--- src/pkg/fio_pkg.sv ---
// package: offsets, fields, reset values and timing for the fault/input-loss outputs
package fio_pkg;
    // apb register byte offsets
    localparam logic [7:0] OFF_OUT_SEL    = 8'h00;  // function codes for terminal and relay
    localparam logic [7:0] OFF_POLARITY   = 8'h04;  // relay_polarity_sel
    localparam logic [7:0] OFF_DEV_THRESH = 8'h08;  // deviation_threshold, percent
    localparam logic [7:0] OFF_START_ADJ  = 8'h0C;  // start_freq_adjust, input counts
    localparam logic [7:0] OFF_LOSS_CTRL  = 8'h10;  // loss stop enable, current threshold
    localparam logic [7:0] OFF_STATUS     = 8'h14;  // live flags and settle state
    localparam logic [7:0] OFF_IRQ_STAT   = 8'h18;  // sticky events
    localparam logic [7:0] OFF_IRQ_EN     = 8'h1C;
    localparam logic [7:0] OFF_IRQ_CLR    = 8'h20;  // write-one-to-clear
    // output function codes
    localparam logic [7:0] FN_PID_ERR  = 8'h04;
    localparam logic [7:0] FN_TRIP     = 8'h05;
    localparam logic [7:0] FN_IN_LOSS  = 8'h06;
    // field positions in OUT_SEL
    localparam int SEL_OC_LSB    = 0;
    localparam int SEL_RELAY_LSB = 8;
    // reset values
    localparam logic [7:0]  RST_OC_SEL     = 8'h06;
    localparam logic [7:0]  RST_RELAY_SEL  = 8'h05;
    localparam logic [1:0]  RST_POLARITY   = 2'h1;  // normally closed
    localparam logic [7:0]  RST_DEV_THRESH = 8'h03; // 3 percent
    localparam logic [11:0] RST_START_ADJ  = 12'h000;
    localparam logic [11:0] RST_CUR_4MA    = 12'h333; // 4 mA of a 20 mA full scale
    localparam logic        RST_LOSS_STOP  = 1'b1;
    localparam int IRQ_W = 3;
    localparam int IRQ_TRIP = 0;
    localparam int IRQ_LOSS = 1;
    localparam int IRQ_PID  = 2;
    // timing
    localparam longint CLK_HZ       = 40_000_000;
    localparam longint TRIP_DLY_MS  = 300;
    localparam longint SETTLE_MS    = 2000;
    localparam int TRIP_DLY_CYC = int'((CLK_HZ * TRIP_DLY_MS) / 1000);
    // longest time: rounds down, one cycle short of the 2 s limit
    localparam int SETTLE_CYC   = int'((CLK_HZ * SETTLE_MS) / 1000 - 1);
    typedef struct packed {
        logic [11:0] volt_ref;   // digitised voltage reference
        logic [11:0] cur_ref;    // digitised current reference
        logic [15:0] setpoint;   // pid target, percent scale
        logic [15:0] process_v;  // pid process value
    } fio_analog_t;
endpackage : fio_pkg

--- src/fio_outputs.sv ---
// fault alarm, input-loss and pid deviation status outputs with apb registers
`timescale 1ns/1ps
module fio_outputs #(
    parameter int TRIP_DLY = fio_pkg::TRIP_DLY_CYC,
    parameter int SETTLE   = fio_pkg::SETTLE_CYC
) (
    input  wire logic               clk_sys_i,
    input  wire logic               rst_b_i,
    input  wire logic               psel_i,
    input  wire logic               penable_i,
    input  wire logic               pwrite_i,
    input  wire logic [7:0]         paddr_i,
    input  wire logic [31:0]        pwdata_i,
    output logic      [31:0]        prdata_o,
    output logic                    pready_o,
    output logic                    pslverr_o,
    input  wire logic               trip_state_i,
    input  wire logic               running_i,
    input  wire logic               power_ok_i,
    input  wire fio_pkg::fio_analog_t analog_i,
    output logic                    trip_flag_out_o,
    output logic                    input_loss_flag_o,
    output logic                    pid_error_flag_o,
    output logic                    oc_out_o,
    output logic                    relay_coil_o,
    output logic                    loss_decel_req_o,
    output logic                    irq_o
);
    typedef enum {ST_SETTLE, ST_READY} fio_relay_state_t;

    logic [7:0]  oc_sel_reg;
    logic [7:0]  relay_sel_reg;
    logic [1:0]  polarity_reg;
    logic [7:0]  dev_thresh_reg;
    logic [11:0] start_adj_reg;
    logic [11:0] cur_thresh_reg;
    logic        loss_stop_reg;
    logic [fio_pkg::IRQ_W-1:0] irq_stat_reg;
    logic [fio_pkg::IRQ_W-1:0] irq_en_reg;
    logic        trip_s1_reg, trip_s2_reg, pwr_s1_reg, pwr_s2_reg, run_s1_reg, run_s2_reg;
    logic        trip_dly_reg;
    logic [31:0] trip_cnt_reg;
    logic [31:0] settle_cnt_reg;
    fio_relay_state_t relay_state_reg;
    logic        loss_next, pid_next, relay_fn_next, relay_next, oc_next;
    logic [15:0] pid_err;
    logic        wr_en, rd_en;
    logic [fio_pkg::IRQ_W-1:0] irq_clr_next;
    fio_pkg::fio_analog_t ana_s1_reg, ana_s2_reg;

    // pick the status named by a function code; unknown codes drive inactive
    function automatic logic fn_select(input logic [7:0] code, input logic trip,
                                       input logic loss, input logic pid);
        if (code == fio_pkg::FN_TRIP) begin
            return trip;
        end else if (code == fio_pkg::FN_IN_LOSS) begin
            return loss;
        end else if (code == fio_pkg::FN_PID_ERR) begin
            return pid;
        end else begin
            return 1'b0;
        end
    endfunction : fn_select

    // pins and analog words come from outside this clock, two flops first
    always_ff @(posedge clk_sys_i) begin
        if (!rst_b_i) begin
            trip_s1_reg <= 1'b0;
            trip_s2_reg <= 1'b0;
            pwr_s1_reg  <= 1'b0;
            pwr_s2_reg  <= 1'b0;
            run_s1_reg  <= 1'b0;
            run_s2_reg  <= 1'b0;
        end else begin
            trip_s1_reg <= trip_state_i;
            trip_s2_reg <= trip_s1_reg;
            pwr_s1_reg  <= power_ok_i;
            pwr_s2_reg  <= pwr_s1_reg;
            run_s1_reg  <= running_i;
            run_s2_reg  <= run_s1_reg;
        end
    end

    // analog words keep sampling through reset: a zero reset value would read as
    // a dead current loop and raise a false loss event right after release
    always_ff @(posedge clk_sys_i) begin
        ana_s1_reg <= analog_i;  // words assumed stable over several clocks
        ana_s2_reg <= ana_s1_reg;
    end

    // trip flag follows the trip state after the nominal delay, both edges
    always_ff @(posedge clk_sys_i) begin
        if (!rst_b_i) begin
            trip_dly_reg <= 1'b0;
            trip_cnt_reg <= '0;
        end else if (trip_s2_reg == trip_dly_reg) begin
            trip_cnt_reg <= '0;  // a short glitch restarts the wait
        end else if (trip_cnt_reg >= 32'(TRIP_DLY - 1)) begin
            trip_dly_reg <= trip_s2_reg;
            trip_cnt_reg <= '0;
        end else begin
            trip_cnt_reg <= trip_cnt_reg + 32'h0000_0001;
        end
    end

    // combinational status functions; run state deliberately not consulted
    always_comb begin
        loss_next = (ana_s2_reg.volt_ref < start_adj_reg)
                  | (ana_s2_reg.cur_ref < cur_thresh_reg);
        pid_err   = (ana_s2_reg.setpoint > ana_s2_reg.process_v)
                  ? ana_s2_reg.setpoint - ana_s2_reg.process_v
                  : ana_s2_reg.process_v - ana_s2_reg.setpoint;
        pid_next  = pid_err > {8'h00, dev_thresh_reg};
        relay_fn_next = fn_select(relay_sel_reg, trip_dly_reg, input_loss_flag_o,
                                  pid_error_flag_o);
        oc_next   = fn_select(oc_sel_reg, trip_dly_reg, input_loss_flag_o, pid_error_flag_o);
        // polarity after selection: nc holds coil on while no alarm, power good and settling done
        if (polarity_reg == fio_pkg::RST_POLARITY) begin
            relay_next = (relay_state_reg == ST_READY) & pwr_s2_reg & ~relay_fn_next;
        end else begin
            relay_next = relay_fn_next;
        end
    end

    // power-up settling before an nc relay may close; restarts on a power dip
    always_ff @(posedge clk_sys_i) begin
        if (!rst_b_i) begin
            relay_state_reg <= ST_SETTLE;
            settle_cnt_reg  <= '0;
        end else begin
            case (relay_state_reg)
                ST_SETTLE: begin
                    if (!pwr_s2_reg) begin
                        settle_cnt_reg <= '0;
                    end else if (settle_cnt_reg >= 32'(SETTLE - 1)) begin
                        relay_state_reg <= ST_READY;
                    end else begin
                        settle_cnt_reg <= settle_cnt_reg + 32'h0000_0001;
                    end
                end
                ST_READY: begin
                    if (!pwr_s2_reg) begin
                        relay_state_reg <= ST_SETTLE;
                        settle_cnt_reg  <= '0;
                    end
                end
                default: relay_state_reg <= ST_SETTLE;
            endcase
        end
    end

    // registered outputs
    always_ff @(posedge clk_sys_i) begin
        if (!rst_b_i) begin
            trip_flag_out_o   <= 1'b0;
            input_loss_flag_o <= 1'b0;
            pid_error_flag_o  <= 1'b0;
            oc_out_o          <= 1'b0;
            relay_coil_o      <= 1'b0;
            loss_decel_req_o  <= 1'b0;
        end else begin
            trip_flag_out_o   <= trip_dly_reg;
            input_loss_flag_o <= loss_next;
            pid_error_flag_o  <= pid_next;
            oc_out_o          <= oc_next;
            relay_coil_o      <= relay_next;
            loss_decel_req_o  <= loss_next & loss_stop_reg;
        end
    end

    assign wr_en = psel_i & penable_i & pwrite_i;
    assign rd_en = psel_i & ~penable_i & ~pwrite_i;
    assign irq_clr_next = (wr_en && paddr_i == fio_pkg::OFF_IRQ_CLR)
                        ? pwdata_i[fio_pkg::IRQ_W-1:0] : '0;

    // software settings
    always_ff @(posedge clk_sys_i) begin
        if (!rst_b_i) begin
            oc_sel_reg     <= fio_pkg::RST_OC_SEL;
            relay_sel_reg  <= fio_pkg::RST_RELAY_SEL;
            polarity_reg   <= fio_pkg::RST_POLARITY;
            dev_thresh_reg <= fio_pkg::RST_DEV_THRESH;
            start_adj_reg  <= fio_pkg::RST_START_ADJ;
            cur_thresh_reg <= fio_pkg::RST_CUR_4MA;
            loss_stop_reg  <= fio_pkg::RST_LOSS_STOP;
            irq_en_reg     <= '0;
        end else if (wr_en) begin
            if (paddr_i == fio_pkg::OFF_OUT_SEL) begin
                oc_sel_reg    <= pwdata_i[fio_pkg::SEL_OC_LSB +: 8];
                relay_sel_reg <= pwdata_i[fio_pkg::SEL_RELAY_LSB +: 8];
            end else if (paddr_i == fio_pkg::OFF_POLARITY) begin
                polarity_reg <= pwdata_i[1:0];
            end else if (paddr_i == fio_pkg::OFF_DEV_THRESH) begin
                dev_thresh_reg <= pwdata_i[7:0];
            end else if (paddr_i == fio_pkg::OFF_START_ADJ) begin
                start_adj_reg <= pwdata_i[11:0];
            end else if (paddr_i == fio_pkg::OFF_LOSS_CTRL) begin
                loss_stop_reg  <= pwdata_i[0];
                cur_thresh_reg <= pwdata_i[27:16];
            end else if (paddr_i == fio_pkg::OFF_IRQ_EN) begin
                irq_en_reg <= pwdata_i[fio_pkg::IRQ_W-1:0];
            end
        end
    end

    // sticky rising-edge events; a new event beats a simultaneous clear
    always_ff @(posedge clk_sys_i) begin
        if (!rst_b_i) begin
            irq_stat_reg <= '0;
            irq_o        <= 1'b0;
        end else begin
            irq_stat_reg <= (irq_stat_reg & ~irq_clr_next)
                          | {pid_next & ~pid_error_flag_o, loss_next & ~input_loss_flag_o,
                             trip_dly_reg & ~trip_flag_out_o};
            irq_o <= |(irq_stat_reg & irq_en_reg);
        end
    end

    // apb: read data latched in setup, answer in the access cycle, no wait states
    always_ff @(posedge clk_sys_i) begin
        if (!rst_b_i) begin
            prdata_o  <= '0;
            pready_o  <= 1'b0;
            pslverr_o <= 1'b0;
        end else begin
            pready_o  <= psel_i & ~penable_i;
            pslverr_o <= psel_i & ~penable_i & (paddr_i > fio_pkg::OFF_IRQ_CLR
                         || paddr_i[1:0] != 2'b00);
            if (rd_en) begin
                if (paddr_i == fio_pkg::OFF_OUT_SEL) begin
                    prdata_o <= {16'h0000, relay_sel_reg, oc_sel_reg};
                end else if (paddr_i == fio_pkg::OFF_POLARITY) begin
                    prdata_o <= {30'h0000_0000, polarity_reg};
                end else if (paddr_i == fio_pkg::OFF_DEV_THRESH) begin
                    prdata_o <= {24'h00_0000, dev_thresh_reg};
                end else if (paddr_i == fio_pkg::OFF_START_ADJ) begin
                    prdata_o <= {20'h0_0000, start_adj_reg};
                end else if (paddr_i == fio_pkg::OFF_LOSS_CTRL) begin
                    prdata_o <= {4'h0, cur_thresh_reg, 15'h0000, loss_stop_reg};
                end else if (paddr_i == fio_pkg::OFF_STATUS) begin
                    prdata_o <= {26'h000_0000, run_s2_reg, relay_coil_o,
                                 relay_state_reg == ST_READY, pid_error_flag_o,
                                 input_loss_flag_o, trip_flag_out_o};
                end else if (paddr_i == fio_pkg::OFF_IRQ_STAT) begin
                    prdata_o <= {29'h0000_0000, irq_stat_reg};
                end else if (paddr_i == fio_pkg::OFF_IRQ_EN) begin
                    prdata_o <= {29'h0000_0000, irq_en_reg};
                end else begin
                    prdata_o <= '0;  // clear register and unmapped read as zero
                end
            end
        end
    end
endmodule : fio_outputs

--- config.mk ---
export PLATFORM = sky130hd
export DESIGN_NAME = fio_outputs
export DESIGN_NICKNAME = d
export VERILOG_FILES = /design/src/pkg/fio_pkg.sv /design/src/fio_outputs.sv
export SDC_FILE = /design/constraint.sdc
export NUM_CORES = 1
export LEC_CHECK = 0
export BUFFER_PORTS_ARGS = -buffer_cell sky130_fd_sc_hd__buf_2
export CAP_MARGIN = 25
export CORE_AREA = 5 5 233 178
export DETAILED_ROUTE_END_ITERATION = 10
export DIE_AREA = 0 0 238 183
export PLACE_DENSITY_LB_ADDON = 0.3
export SLEW_MARGIN = 20
export SYNTH_ARGS = -nofsm -noshare
export SYNTH_HDL_FRONTEND = slang
export SYNTH_SLANG_ARGS = --single-unit
export TNS_END_PERCENT = 100
--- constraint.sdc ---
create_clock -name clk_sys_i -period 5.9 [get_ports clk_sys_i]
set_clock_uncertainty 0.2 [all_clocks]
set_input_delay 0.885 -clock clk_sys_i [delete_from_list [all_inputs] [get_ports clk_sys_i]]
set_output_delay 0.885 -clock clk_sys_i [all_outputs]
set_load 0.1 [all_outputs]
==> flow_metrics.py <==
metrics = {
    "run": {
        "cap_violations": 0,
    },
    "logic_synthesis": {
        "synth-main-ff-cell": "dfxtp_1",
        "synth_cells": 1262,
        "yosysSeqAreaShare_pct": 48.4,
        "synth_cell_types": 70,
        "ys_warn_count": 0,
        "synth_top_area_share_pct": 48.4,
        "synth_most_common_cell": "dfxtp_1",
        "synth.largest_area_cell": "dfxtp_1",
        "synth_edf_count": 0,
        "syn_avg_cell_area_um2": 9.11,
        "synth.area.top_cells": "dfxtp_1 48%, ha_1 7.0%, nand2_1 5.0%, nor2_1 4.3%, a21oi_1 3.7%",
        "synth_seq_cells": 278,
        "netlist_area_um2": 11500,
        "async_flop_share_pct": 0,
        "synth_common_cells": "278 x dfxtp_1, 153 x nand2_1, 131 x nor2_1",
    },
    "power_and_ir_drop": {
        "peakVddDrop_mv": 0.229,
        "report.power.total_mw": 4.53,
        "power.density_nw_per_um2": 327,
        "p_leak_nw": 5.69,
    },
    "placement": {
        "io_buffers": 136,
        "gp_congestion": 0.895,
        "place_inst": 1880,
        "dpl.hpwl_um": 22400,
    },
    "cts": {
        "htreeDepth": 1,
        "cts.sinks": 278,
        "root_buffer": "clkbuf_16",
        "post-cts-setup-buffer-count": 0,
        "cts_resized": 0,
        "insertion_delay_ps": 580,
        "cts_tree": "built",
        "cts_hold_buffers": 0,
        "numCtsBuffers": 31,
        "path_clk_slew_ps": 60,
        "clockBufferDepth": 3,
    },
    "sta": {
        "max_freq_mhz": 235,
        "maxSlewHeadroom_pct": 32.4,
        "final.setup.tns_ps": 0,
        "finalCritPeriodShare_pct": 72.1,
        "period_minus_slack_ps": 4260,
        "finalHoldViolations": 0,
        "setup_viol": 0,
        "slew_viol_final": 0,
        "worstMarginPinSlew_ps": 1010,
        "grt_setup_unrepaired": "false",
    },
    "floorplan": {
        "start_util_pct": 29.5,
        "chipWidth_um": 238,
        "die_h_um": 183,
        "core-area_um2": 39000,
        "io_pins": 145,
        "die_area_um2": 43600,
        "row_count": 63,
    },
    "detailed_routing": {
        "drt-met1-wl_um": 14800,
        "postRouteAntennaNets": 0,
        "wl_met2_um": 12200,
        "firstDrtPassIters": 5,
        "drc_errors": 0,
        "route.met3.wl_um": 2170,
        "drtIter0Drc": 581,
        "vias": 9038,
        "wl_um": 30000,
        "routed.top_layer": "met5",
        "vias_per_cell": 4.66,
        "wl_per_cell_um": 15.4,
    },
    "global_routing": {
        "grt_overflow": 0,
        "grt_max_degree": 75,
        "grt_pass1_vias": 8566,
        "antenna_found_initial": 11,
        "grtUsageTotal_pct": 13.2,
        "grt_pass1_wl_um": 46600,
    },
    "setup_path": {
        "critical_path.max_fanout": 14,
        "path_class": "reg -> reg",
        "cp-start-kind": "flop",
        "cpPeakStageDelay_ps": 560,
        "cpLargestDelayFamily": "compound AO/OA/AOI/OAI gates",
        "crit_chain": "inv_1 -> ha_1 -> a21oi_1 -> o21ai_0 -> nor2_1 -> a211oi_4 -> mux2_2 -> ha_1 -> nor2b_1 -> o21a_1 -> o21ai_0 -> nand2b_1 -> a21oi_1 -> o21a_1 -> o221a_2 -> a41oi_1",
        "cp.arrival_ps": 4460,
        "critPathBufInv": 1,
        "cp_data_required_time_ps": 6110,
        "cp-end-kind": "flop",
        "slowest_stage": "ha_1",
    },
    "outcome": {
        "status": "complete, no violations",
    },
    "cells_and_area": {
        "drive_gt1_share_pct": 15.7,
        "syn2layout_area_growth_pct": 20.5,
        "fin_cells": 1940,
        "nNetsFinal": 1566,
        "final_core_util_pct": 35.5,
    },
    "min_path": {
        "min_path_type": "reg -> reg",
    },
}
==> worst reg2reg max path: cells and delay by family, from the launching register on <==
family / cells / cell delay (ps)
DFF: 1 / 330
and+or+nand+nor: 3 / 350
muxes: 1 / 390
AOI/OAI and AO/OA: 9 / 1930
buffers and inverters: 1 / 40
adders and majority gates: 2 / 850
==> logic make-up after synthesis <==
| kind of cell | share of synthesized area [%] |
|---|---|
| AND/OR/NAND/NOR | 18.1 |
| flip-flops | 48.4 |
| AO/OA/AOI/OAI | 14.5 |
| buffers and inverters | 5.08 |
| adder cells (fa/ha/maj) | 7.31 |
| XOR/XNOR | 3.96 |
| multiplexers | 2.61 |
| other | 0.0326 |
==> metrics by stage <==
stage	area, µm²	setup WS (ps)	hold WS, ps
2_1_floorplan	11500	2100	110
3_3_place_gp	12600	1660	110
3_5_place_dp	12600	1660	112
4_1_cts	13800	1650	124
5_1_grt	13800	1320	129
6_report	13800	1640	124
==> cells in the final DEF (no fill, tap or decap), types with 4 or more instances in the layout <==
cell and instances:
nor3_1 24, clkinv_2 4, nand2b_1 4, nand4_1 10
mux2_2 8, a22oi_1 22, buf_2 136, clkbuf_1 4
a41oi_1 6, or3_1 7, a21o_1 16, o21a_1 11
clkbuf_16 31, nand2_1 153, xor2_1 25, inv_1 82
nand3_1 44, a31oi_1 12, xnor2_1 27, nor2_1 131
a21oi_1 86, conb_1 12, nor4_1 10, nor2b_1 10
o21ai_0 31, a22o_1 7, and4_1 5, bufinv_16 9
and2_1 12, ha_1 64, o21bai_1 6, a211oi_1 12
and3_1 16, o211ai_1 12, dfxtp_1 278, buf_4 6
mux2i_1 21
==> layout make-up <==
class	instances	area, µm²
antenna	1	2.50
inverter	83	312
tap	520	651
sequential	278	5570
clock inverter	19	353
fill	3994	25200
multi-input combinational	858	5390
timing repair buffer	144	754
clock buffer	37	818
==> metal layers <==
layer  global-route usage [%]  vias up
met5                        0        -
met4                     3.05       18
met3                     3.71       62
met2                     19.1      232
met1                     19.5     4131
li1                         -     4595
==> final timing paths <==
check | startpoint | end | slack [ps] | cells past startpoint
max | ana_s2_reg[9]$_DFF_P_ | pid_error_flag_o$_SDFF_PN0_ | 1640 | 16
max reg2reg | ana_s2_reg[9]$_DFF_P_ | pid_error_flag_o$_SDFF_PN0_ | 1640 | 16
min reg2reg | ana_s1_reg[46]$_DFF_P_ | ana_s2_reg[46]$_DFF_P_ | 120 | 0
min | ana_s1_reg[46]$_DFF_P_ | ana_s2_reg[46]$_DFF_P_ | 120 | 0
==> power breakdown <==
group	internal, mW	switching, mW	leakage, nW
registers	1.93	0.0203	2.29
clock network	1.39	0.795	0.571
logic	0.151	0.245	2.83
(Power assumes the default switching activity.)
